==> src/rtl/acc_pkg.sv <==
// Register map, field positions and timing for the converter control block
package acc_pkg;
  // ==========================================================================
  // Register byte offsets (low address byte only)
  localparam logic [7:0] OFS_MODE = 8'h00;
  localparam logic [7:0] OFS_CHAN = 8'h04;
  localparam logic [7:0] OFS_RESULT = 8'h08;
  localparam logic [7:0] OFS_IRQ_STAT = 8'h0c;
  localparam logic [7:0] OFS_IRQ_MASK = 8'h10;
  localparam logic [7:0] OFS_STATUS = 8'h14;
  localparam logic [7:0] OFS_PORT_OUT = 8'h18;
  localparam logic [7:0] OFS_PORT_DIR = 8'h1c;
  localparam logic [7:0] OFS_PORT_IN = 8'h20;

  // ==========================================================================
  // Mode register fields
  localparam int MODE_RUN = 7;
  localparam int MODE_TRIG = 6;
  localparam int MODE_FALL = 2;
  localparam int MODE_RISE = 1;
  localparam int MODE_CMP_EN = 0;
  localparam logic [7:0] MODE_WMASK = 8'hc7;

  // ==========================================================================
  // Status register fields and interrupt bit
  localparam int STAT_BUSY = 0;
  localparam int STAT_WAIT_TRIG = 1;
  localparam int STAT_SETTLED = 2;
  localparam int IRQ_DONE = 0;

  // ==========================================================================
  // Reset values
  localparam logic [7:0] RST_MODE = 8'h00;
  localparam logic [2:0] RST_CHAN = 3'h0;
  localparam logic [9:0] RST_RESULT = 10'h000;
  localparam logic [7:0] RST_PORT = 8'h00;

  // ==========================================================================
  // Widths and timing at a 100 ns clock
  localparam int RES_BITS = 10;
  localparam int CLK_NS = 100;
  localparam int SETTLE_NS = 14000;
  localparam int SAMPLE_NS = 1000;
  localparam int SETTLE_CYC_I = (SETTLE_NS + CLK_NS - 1) / CLK_NS;
  localparam int SAMPLE_CYC_I = (SAMPLE_NS + CLK_NS - 1) / CLK_NS;
  localparam logic [7:0] SETTLE_CYC = 8'(SETTLE_CYC_I);
  localparam logic [3:0] SAMPLE_CYC = 4'(SAMPLE_CYC_I);
  localparam logic [3:0] MSB_IDX = 4'(RES_BITS - 1);
endpackage : acc_pkg

==> src/rtl/acc_conv_ctrl.sv <==
// Converter control: AHB-Lite registers, start logic, result and interrupt
// What this block does
// - Results are ten bits wide, one step is 1/1024 of full scale.
// - A result read meeting a result update returns the old value first.
// - Trigger edges are ignored while converting, done cycle included.
// - Mode or channel write at conversion end drops result and interrupt.
// - Channel writes leave the conversion-done flag untouched.
// - Standby stops the converter; software should clear run first.
// - Eight analog inputs share pins with eight general-purpose port lines.
// - Conversion time runs from sampling start to result, sampling included.
// - Writing mode with run cleared stops a conversion at once.
// - Hardware-trigger mode starts one conversion per trigger edge taken while idle.
// - Software mode repeats conversions until run clear or standby; a channel rewrite restarts the current one.
// - Result store and done request happen on the same edge.
`timescale 1ns/1ps
module acc_conv_ctrl (
  input wire logic mclk,
  input wire logic reset,
  input wire logic hsel,
  input wire logic [31:0] haddr,
  input wire logic [1:0] htrans,
  input wire logic hwrite,
  input wire logic [2:0] hsize,
  input wire logic [31:0] hwdata,
  input wire logic hready,
  output logic [31:0] hrdata,
  output logic hreadyout,
  output logic hresp,
  input wire logic compGe,
  output logic sampleOn,
  output logic [9:0] sarTap,
  output logic [2:0] analogChanSel,
  input wire logic externalTriggerIn,
  input wire logic standbyReq,
  input wire logic [7:0] sharedPortIn,
  output logic [7:0] sharedPortOut,
  output logic [7:0] sharedPortOeN,
  output logic conversionDoneIrq
);
  logic addrOk;
  logic wrPend_ff;
  logic [7:0] wrOfs_ff;
  logic [31:0] rdData_ff;
  logic [7:0] mode_ff;
  logic [2:0] chan_ff;
  logic [9:0] result_ff;
  logic irqStat_ff;
  logic irqMask_ff;
  logic [7:0] portOut_ff;
  logic [7:0] portDir_ff;
  logic [7:0] settle_ff;
  logic trigPrev_ff;
  logic modeWr;
  logic chanWr;
  logic regAbort;
  logic runOn;
  logic hwMode;
  logic trigEdge;
  logic trigTake;
  logic softStart;
  logic sarStart;
  logic sarAbort;
  logic sarBusy;
  logic sarDone;
  logic takeResult;
  logic [9:0] sarResult;

  // ==========================================================================
  // Bus front end
  // Zero wait states, so a read answers in the cycle after its address phase
  assign hreadyout = 1'b1;
  assign hresp = 1'b0;
  assign addrOk = hsel && htrans[1] && hready;

  // Data-phase write strobe for one register offset
  function automatic logic wrHit(input logic [7:0] ofs);
    return wrPend_ff && (wrOfs_ff == ofs);
  endfunction : wrHit

  // Read value of a register; unmapped offsets read zero
  function automatic logic [31:0] readMux(input logic [7:0] ofs);
    logic [31:0] v;
    v = 32'h0000_0000;
    if (ofs == acc_pkg::OFS_MODE) begin
      v = {24'h00_0000, mode_ff};
    end else if (ofs == acc_pkg::OFS_CHAN) begin
      v = {29'h0000_0000, chan_ff};
    end else if (ofs == acc_pkg::OFS_RESULT) begin
      v = {22'h00_0000, result_ff};
    end else if (ofs == acc_pkg::OFS_IRQ_STAT) begin
      v = {31'h0000_0000, irqStat_ff};
    end else if (ofs == acc_pkg::OFS_IRQ_MASK) begin
      v = {31'h0000_0000, irqMask_ff};
    end else if (ofs == acc_pkg::OFS_STATUS) begin
      v[acc_pkg::STAT_BUSY] = sarBusy;
      v[acc_pkg::STAT_WAIT_TRIG] = hwMode && runOn && !sarBusy;
      v[acc_pkg::STAT_SETTLED] = (settle_ff == acc_pkg::SETTLE_CYC);
    end else if (ofs == acc_pkg::OFS_PORT_OUT) begin
      v = {24'h00_0000, portOut_ff};
    end else if (ofs == acc_pkg::OFS_PORT_DIR) begin
      v = {24'h00_0000, portDir_ff};
    end else if (ofs == acc_pkg::OFS_PORT_IN) begin
      v = {24'h00_0000, sharedPortIn};
    end
    return v;
  endfunction : readMux

  // Address phase capture; writes land one cycle later with hwdata
  always_ff @(posedge mclk or posedge reset) begin
    if (reset) begin
      wrPend_ff <= 1'b0;
      wrOfs_ff <= 8'h00;
    end else begin
      wrPend_ff <= addrOk && hwrite;
      wrOfs_ff <= haddr[7:0];
    end
  end

  // Read data sampled at the address edge, before any result update
  always_ff @(posedge mclk or posedge reset) begin
    if (reset) begin
      rdData_ff <= 32'h0000_0000;
    end else if (addrOk && !hwrite) begin
      rdData_ff <= readMux(haddr[7:0]);
    end
  end
  assign hrdata = rdData_ff;

  // ==========================================================================
  // Control registers
  assign modeWr = wrHit(acc_pkg::OFS_MODE);
  assign chanWr = wrHit(acc_pkg::OFS_CHAN);

  // Mode and channel; reserved mode bits stay zero
  always_ff @(posedge mclk or posedge reset) begin
    if (reset) begin
      mode_ff <= acc_pkg::RST_MODE;
      chan_ff <= acc_pkg::RST_CHAN;
    end else begin
      if (modeWr) begin
        mode_ff <= hwdata[7:0] & acc_pkg::MODE_WMASK;
      end
      if (chanWr) begin
        chan_ff <= hwdata[2:0];
      end
    end
  end

  // Port latch and direction for the pins shared with the analog inputs
  always_ff @(posedge mclk or posedge reset) begin
    if (reset) begin
      portOut_ff <= acc_pkg::RST_PORT;
      portDir_ff <= acc_pkg::RST_PORT;
    end else begin
      if (wrHit(acc_pkg::OFS_PORT_OUT)) begin
        portOut_ff <= hwdata[7:0];
      end
      if (wrHit(acc_pkg::OFS_PORT_DIR)) begin
        portDir_ff <= hwdata[7:0];
      end
    end
  end

  // Settling timer after comparator enable; only reported, never enforced
  always_ff @(posedge mclk or posedge reset) begin
    if (reset) begin
      settle_ff <= 8'h00;
    end else if (!mode_ff[acc_pkg::MODE_CMP_EN]) begin
      settle_ff <= 8'h00;
    end else if (settle_ff != acc_pkg::SETTLE_CYC) begin
      settle_ff <= settle_ff + 8'h01;
    end
  end

  // ==========================================================================
  // Start, stop and trigger logic
  assign runOn = mode_ff[acc_pkg::MODE_RUN] && !standbyReq;
  assign hwMode = mode_ff[acc_pkg::MODE_TRIG];
  assign regAbort = modeWr || chanWr;
  assign sarAbort = regAbort || !runOn;

  // Trigger pin is synchronous; edge polarity from the two select bits
  always_ff @(posedge mclk or posedge reset) begin
    if (reset) begin
      trigPrev_ff <= 1'b0;
    end else begin
      trigPrev_ff <= externalTriggerIn;
    end
  end
  assign trigEdge = (externalTriggerIn && !trigPrev_ff && mode_ff[acc_pkg::MODE_RISE]) ||
                    (!externalTriggerIn && trigPrev_ff && mode_ff[acc_pkg::MODE_FALL]);

  // Busy covers the done cycle, so edges then are lost too
  assign trigTake = trigEdge && hwMode && runOn && !sarBusy && !regAbort;
  assign softStart = !hwMode && runOn && !sarBusy && !regAbort;
  assign sarStart = trigTake || softStart;

  acc_sar_engine u_sar (
    .mclk(mclk),
    .reset(reset),
    .start(sarStart),
    .abort(sarAbort),
    .compGe(compGe),
    .busy(sarBusy),
    .done(sarDone),
    .sampleOn(sampleOn),
    .tap(sarTap),
    .result(sarResult)
  );

  // ==========================================================================
  // Result store and interrupt
  // A colliding mode or channel write kills the completion outright
  assign takeResult = sarDone && !regAbort;

  always_ff @(posedge mclk or posedge reset) begin
    if (reset) begin
      result_ff <= acc_pkg::RST_RESULT;
    end else if (takeResult) begin
      result_ff <= sarResult;
    end
  end

  // Sticky done flag: set beats a same-cycle write-one clear
  always_ff @(posedge mclk or posedge reset) begin
    if (reset) begin
      irqStat_ff <= 1'b0;
      irqMask_ff <= 1'b0;
    end else begin
      irqStat_ff <= takeResult ||
                    (irqStat_ff && !(wrHit(acc_pkg::OFS_IRQ_STAT) && hwdata[acc_pkg::IRQ_DONE]));
      if (wrHit(acc_pkg::OFS_IRQ_MASK)) begin
        irqMask_ff <= hwdata[acc_pkg::IRQ_DONE];
      end
    end
  end
  assign conversionDoneIrq = irqStat_ff && irqMask_ff;

  // ==========================================================================
  // Pin sharing: the channel being converted is never driven digitally
  assign analogChanSel = chan_ff;
  assign sharedPortOut = portOut_ff;
  always_comb begin
    for (int i = 0; i < 8; i++) begin
      sharedPortOeN[i] = !(portDir_ff[i] && !(sarBusy && (chan_ff == 3'(i))));
    end
  end
endmodule : acc_conv_ctrl

==> src/rtl/acc_sar_engine.sv <==
// Successive approximation sequencer: sample, ten compares, result
`timescale 1ns/1ps
module acc_sar_engine (
  input wire logic mclk,
  input wire logic reset,
  input wire logic start,
  input wire logic abort,
  input wire logic compGe,
  output logic busy,
  output logic done,
  output logic sampleOn,
  output logic [9:0] tap,
  output logic [9:0] result
);
  typedef enum logic [1:0] {SAR_IDLE, SAR_SAMPLE, SAR_CMP, SAR_DONE} acc_sar_t;

  acc_sar_t state_ff;
  logic [3:0] count_ff;
  logic [9:0] sarBits_ff;
  logic [9:0] result_ff;

  // ==========================================================================
  // Sequencer; abort wins over everything so a stop is immediate
  always_ff @(posedge mclk or posedge reset) begin
    if (reset) begin
      state_ff <= SAR_IDLE;
      count_ff <= 4'h0;
      sarBits_ff <= 10'h000;
      result_ff <= acc_pkg::RST_RESULT;
    end else if (abort) begin
      state_ff <= SAR_IDLE;
    end else begin
      case (state_ff)
        SAR_IDLE: begin
          if (start) begin
            state_ff <= SAR_SAMPLE;
            count_ff <= acc_pkg::SAMPLE_CYC - 4'h1;
          end
        end
        SAR_SAMPLE: begin
          if (count_ff == 4'h0) begin
            state_ff <= SAR_CMP;
            count_ff <= acc_pkg::MSB_IDX;
            sarBits_ff <= 10'h200;
          end else begin
            count_ff <= count_ff - 4'h1;
          end
        end
        SAR_CMP: begin
          sarBits_ff[count_ff] <= compGe;
          if (count_ff == 4'h0) begin
            result_ff <= {sarBits_ff[9:1], compGe};
            state_ff <= SAR_DONE;
          end else begin
            sarBits_ff[count_ff - 4'h1] <= 1'b1;
            count_ff <= count_ff - 4'h1;
          end
        end
        default: begin
          state_ff <= SAR_IDLE;
        end
      endcase
    end
  end

  // Busy spans sampling through the done cycle
  assign busy = (state_ff != SAR_IDLE);
  assign done = (state_ff == SAR_DONE);
  assign sampleOn = (state_ff == SAR_SAMPLE);
  assign tap = sarBits_ff;
  assign result = result_ff;
endmodule : acc_sar_engine

==> config.mk <==
export PLATFORM = sky130hd
export DESIGN_NAME = acc_conv_ctrl
export DESIGN_NICKNAME = d
export VERILOG_FILES = /design/src/rtl/acc_pkg.sv /design/src/rtl/acc_conv_ctrl.sv /design/src/rtl/acc_sar_engine.sv
export SDC_FILE = /design/constraint.sdc
export NUM_CORES = 1
export LEC_CHECK = 0
export ABC_AREA = 0
export BUFFER_PORTS_ARGS = -buffer_cell sky130_fd_sc_hd__buf_2
export CAP_MARGIN = 20
export CORE_MARGIN = 5
export CORE_UTILIZATION = 45
export CTS_BUF_LIST = sky130_fd_sc_hd__clkbuf_8
export CTS_CLUSTER_DIAMETER = 60
export DETAILED_ROUTE_END_ITERATION = 12
export HOLD_SLACK_MARGIN = 0.12
export PLACE_DENSITY = 0.71
export SLEW_MARGIN = 5
export SYNTH_ARGS = -nofsm -noshare
export SYNTH_HDL_FRONTEND = slang
export SYNTH_SLANG_ARGS = --single-unit
==> constraint.sdc <==
create_clock -name mclk -period 4.1 [get_ports mclk]
set_input_delay 0 -clock mclk [delete_from_list [all_inputs] [get_ports mclk]]
set_output_delay 0 -clock mclk [all_outputs]
set_load 0.01 [all_outputs]
==> metrics.txt <==
Hold Path Class input port to register; Reg2Reg Setup Slack 1.47 ns; Synth top area share 46.1%; via count 3902; Final Cycle Share 64.2%; clock latency on the worst-skew pair 0.35 ns; synthesis-stage register bit count 90; Overall Global Routing Usage a little under a fifth; Multi-input gate area 2390 um^2; P&R area growth vs syn 17.9%; Comb pwr share 10.1%; # DRC 0; CP arrival 2.91 ns; Crit-path slowest cell or3b_2; GRT overflow 0; clock tree buffer depth 2; # IOs 150; Die X 114 um; Crit. Startpoint u_sar.count_ff[0]; Startpoint Class register; Setup CP Type register to register; TritonCTS clock tree yes; ranking of synthesized cells by area dfrtp_1 (46%), mux2_2 (6.9%), buf_4 (3.7%); initial antenna violation count 0; Synth area leader dfrtp_1; Worst R2R Path Depth 7; ANT nets after route 0; number of synthesized flops with an enable pin 0; largest net degree at the start of global routing 54; DP Worst Slack about 1.5 ns; H-tree Lvls 3; Final Critical Period about 2.6 ns; Final Setup Violations 0; Pleak 2.71 nW; core area 10700 um^2; fmax 380 MHz; Critical R2R Launch u_sar.count_ff[0]; Crit path largest cell delay ~0.55 ns; vias in the first global route 3946; switch share 25.5%; Max Transition Viols Final 0; WL per Instance 17.1 um; Psw 0.000454 W; outcome finished, final reports clean; gpl congestion about 0.92; relative slew slack 55.8%; Crit path max-delay family simple AND/OR/NAND/NOR gates; TNS Setup 0 ns; Buf+Inv Stages, Crit Path 1; Worst Hold Path EP hrdata[0]; WP data required 4.38 ns; synthesized area around 4900 um^2; crit end category register; Die Y 114 um; first-pass detailed-route iteration total 5; first-pass GRT wire length 19900 um; Starting Density 45.5%; PwrDens between 300 and 400 nW/um^2; clock slew at reported path FFs 0.09 ns; clk sinks 90; Hold Fails Final Rpt 0; storage element area 2250 um^2; Crit path top cell by count a21oi_1; Routed WL 12100 um; Distinct cells, synth between 60 and 70; total power 0.00178 W; synth warn 0; DIE AREA 13000 um^2; Synth Flop Type dfrtp_1; sequential power share a little over half; critical path depth 7; clock root buffer clkbuf_8; num rows 38; WHS Path Cells 4; post-synthesis sequential area ratio around 46%; Post-Syn Instances between 400 and 500; nets@finish between 600 and 700; max-cap viol count 0; worst path cell trace inv_1, ha_1, or3b_2, nand2_1, and3_1, a21oi_1, a21oi_1; DR iter-0 viols 260; FILL cells 960; Clk pwr share 37.7%; Synth Area per Inst 10.4 um^2; RSZ-0062 raised after global routing false; HPWL after DPL 8840 um; setup ws final approximately 1.5 ns; Max IR drop VDD 155 uV; # diodes 0; PortBufs 73; Final Skew 0.00949 ns; Synth top cells by count dfrtp_1 (90), o21ai_0 (33), mux2_2 (30); total CTS buffers 9; worst slew pin tran around 0.66 ns; Max FO, Critical Path 17; RR Endpoint u_sar.tap[7]; asr flop ratio synth 100%; dominant cell by count in the synthesized netlist dfrtp_1; drt via density approximately 5.5; cts repair resizes 0; internal power 0.00133 W; hold path start sharedPortIn[0]; layout cells sized above 1 25.3%
[flip-flops by register name, indices dropped and copies added (netlist names)]
signal	flops
mode_ff	5
result_ff	10
u_sar.state_ff	2
hrdata	10
u_sar.result	10
analogChanSel	3
portDir_ff	8
sharedPortOut	8
irqMask_ff	1
u_sar.count_ff	4
wrOfs_ff	8
irqStat_ff	1
trigPrev_ff	1
wrPend_ff	1
u_sar.tap	10
settle_ff	8
[area by class of cell]
class | instances | share of cell area [%]
multi-input cells | 345 | 41.5
flip-flops and latches | 90 | 39.1
repair buffers | 102 | 11.3
well taps | 140 | 3.04
clock buffers | 9 | 2.15
clock inverters | 7 | 1.76
inverters | 16 | 1.09
[worst register-to-register path: cells and delay by family, from the launching register on]
| kind | cells | cell delay (ns) |
|---|---|---|
| AOI/OAI and AO/OA | 2 | 0.26 |
| and+or+nand+nor | 3 | 1.16 |
| buffers and inverters | 1 | 0.16 |
| DFF | 1 | 0.50 |
| adders and majority gates | 1 | 0.48 |
[cells by family after synthesis]
logic type,Yosys count,share of synthesized area (%)
muxes,52,12.1
adders and majority gates,12,3.07
buffers and inverters,58,6.63
AOI/OAI and AO/OA,109,15.0
and+or+nand+nor,143,16.1
DFF,90,46.1
other,2,0.154
xor gates and xnor gates,5,0.896
[cell usage in the layout, fill, tap and decap left out, drive strengths merged, types with 3 or more instances in the layout]
master,n
inv,16
nand2,30
nand2b,10
a211oi,4
or2,4
a31oi,7
nor3,13
dlygate4sd3,28
buf,74
a221oi,4
mux2,47
a21boi,3
nor2,27
nand4,7
and2,7
nand3,16
ha,12
mux2i,5
nor2b,6
or4,3
o31ai,3
dfrtp,90
nor4,4
clkbuf,9
xnor2,4
clkinv,4
a21oi,24
o21ai,34
conb,24
and3,8
a211o,4
[power groups by stage]
stage / sequential, W / clock [W] / combinational, W
6_report: 0.000931 / 0.000672 / 0.000181
5_1_grt: 0.000935 / 0.000729 / 0.000201
4_1_cts: 0.000930 / 0.000691 / 0.000180
3_5_place_dp: 0.000948 / 0 / 0.000159
3_3_place_gp: 0.000946 / 0 / 0.000156
2_1_floorplan: 0.000940 / 0 / 0.000121
[layer usage]
metal  part of all wire, %  GRT usage [%]
met4                   1.3           4.75
met3                   7.7           3.49
met5                     0              0
met2                    48           31.9
met1                    43           25.3
[through the flow]
stage | utilization, % | cells | instance area, um^2 | hold WS, ns
floorplan | - | 493 | 4970 | 0.0314
global placement | 48.9 | 665 | 5260 | 0.106
detailed placement | 48.9 | 665 | 5260 | 0.113
CTS | 53.6 | 709 | 5760 | 0.131
global route | 53.6 | 709 | 5760 | 0.163
finish | 53.6 | 709 | 5760 | 0.168
[how the worst max path moves through the flow]
stage / slack, ns / endpoint
5_1_grt: 1.25 / u_sar.tap[1]
6_report: 1.47 / u_sar.tap[7]
3_3_place_gp: 1.56 / u_sar.tap[0]
4_1_cts: 1.47 / u_sar.tap[2]
2_1_floorplan: 1.76 / analogChanSel[0]
3_5_place_dp: 1.49 / u_sar.tap[7]
[what timing repair did]
action | 4_1_cts | 5_1_grt
buffers inserted | 0 | 0
hold buffers | 28 | 0
hold endpoints to repair | 85 | 0
Note: power is estimated with default switching activity, not from simulation.
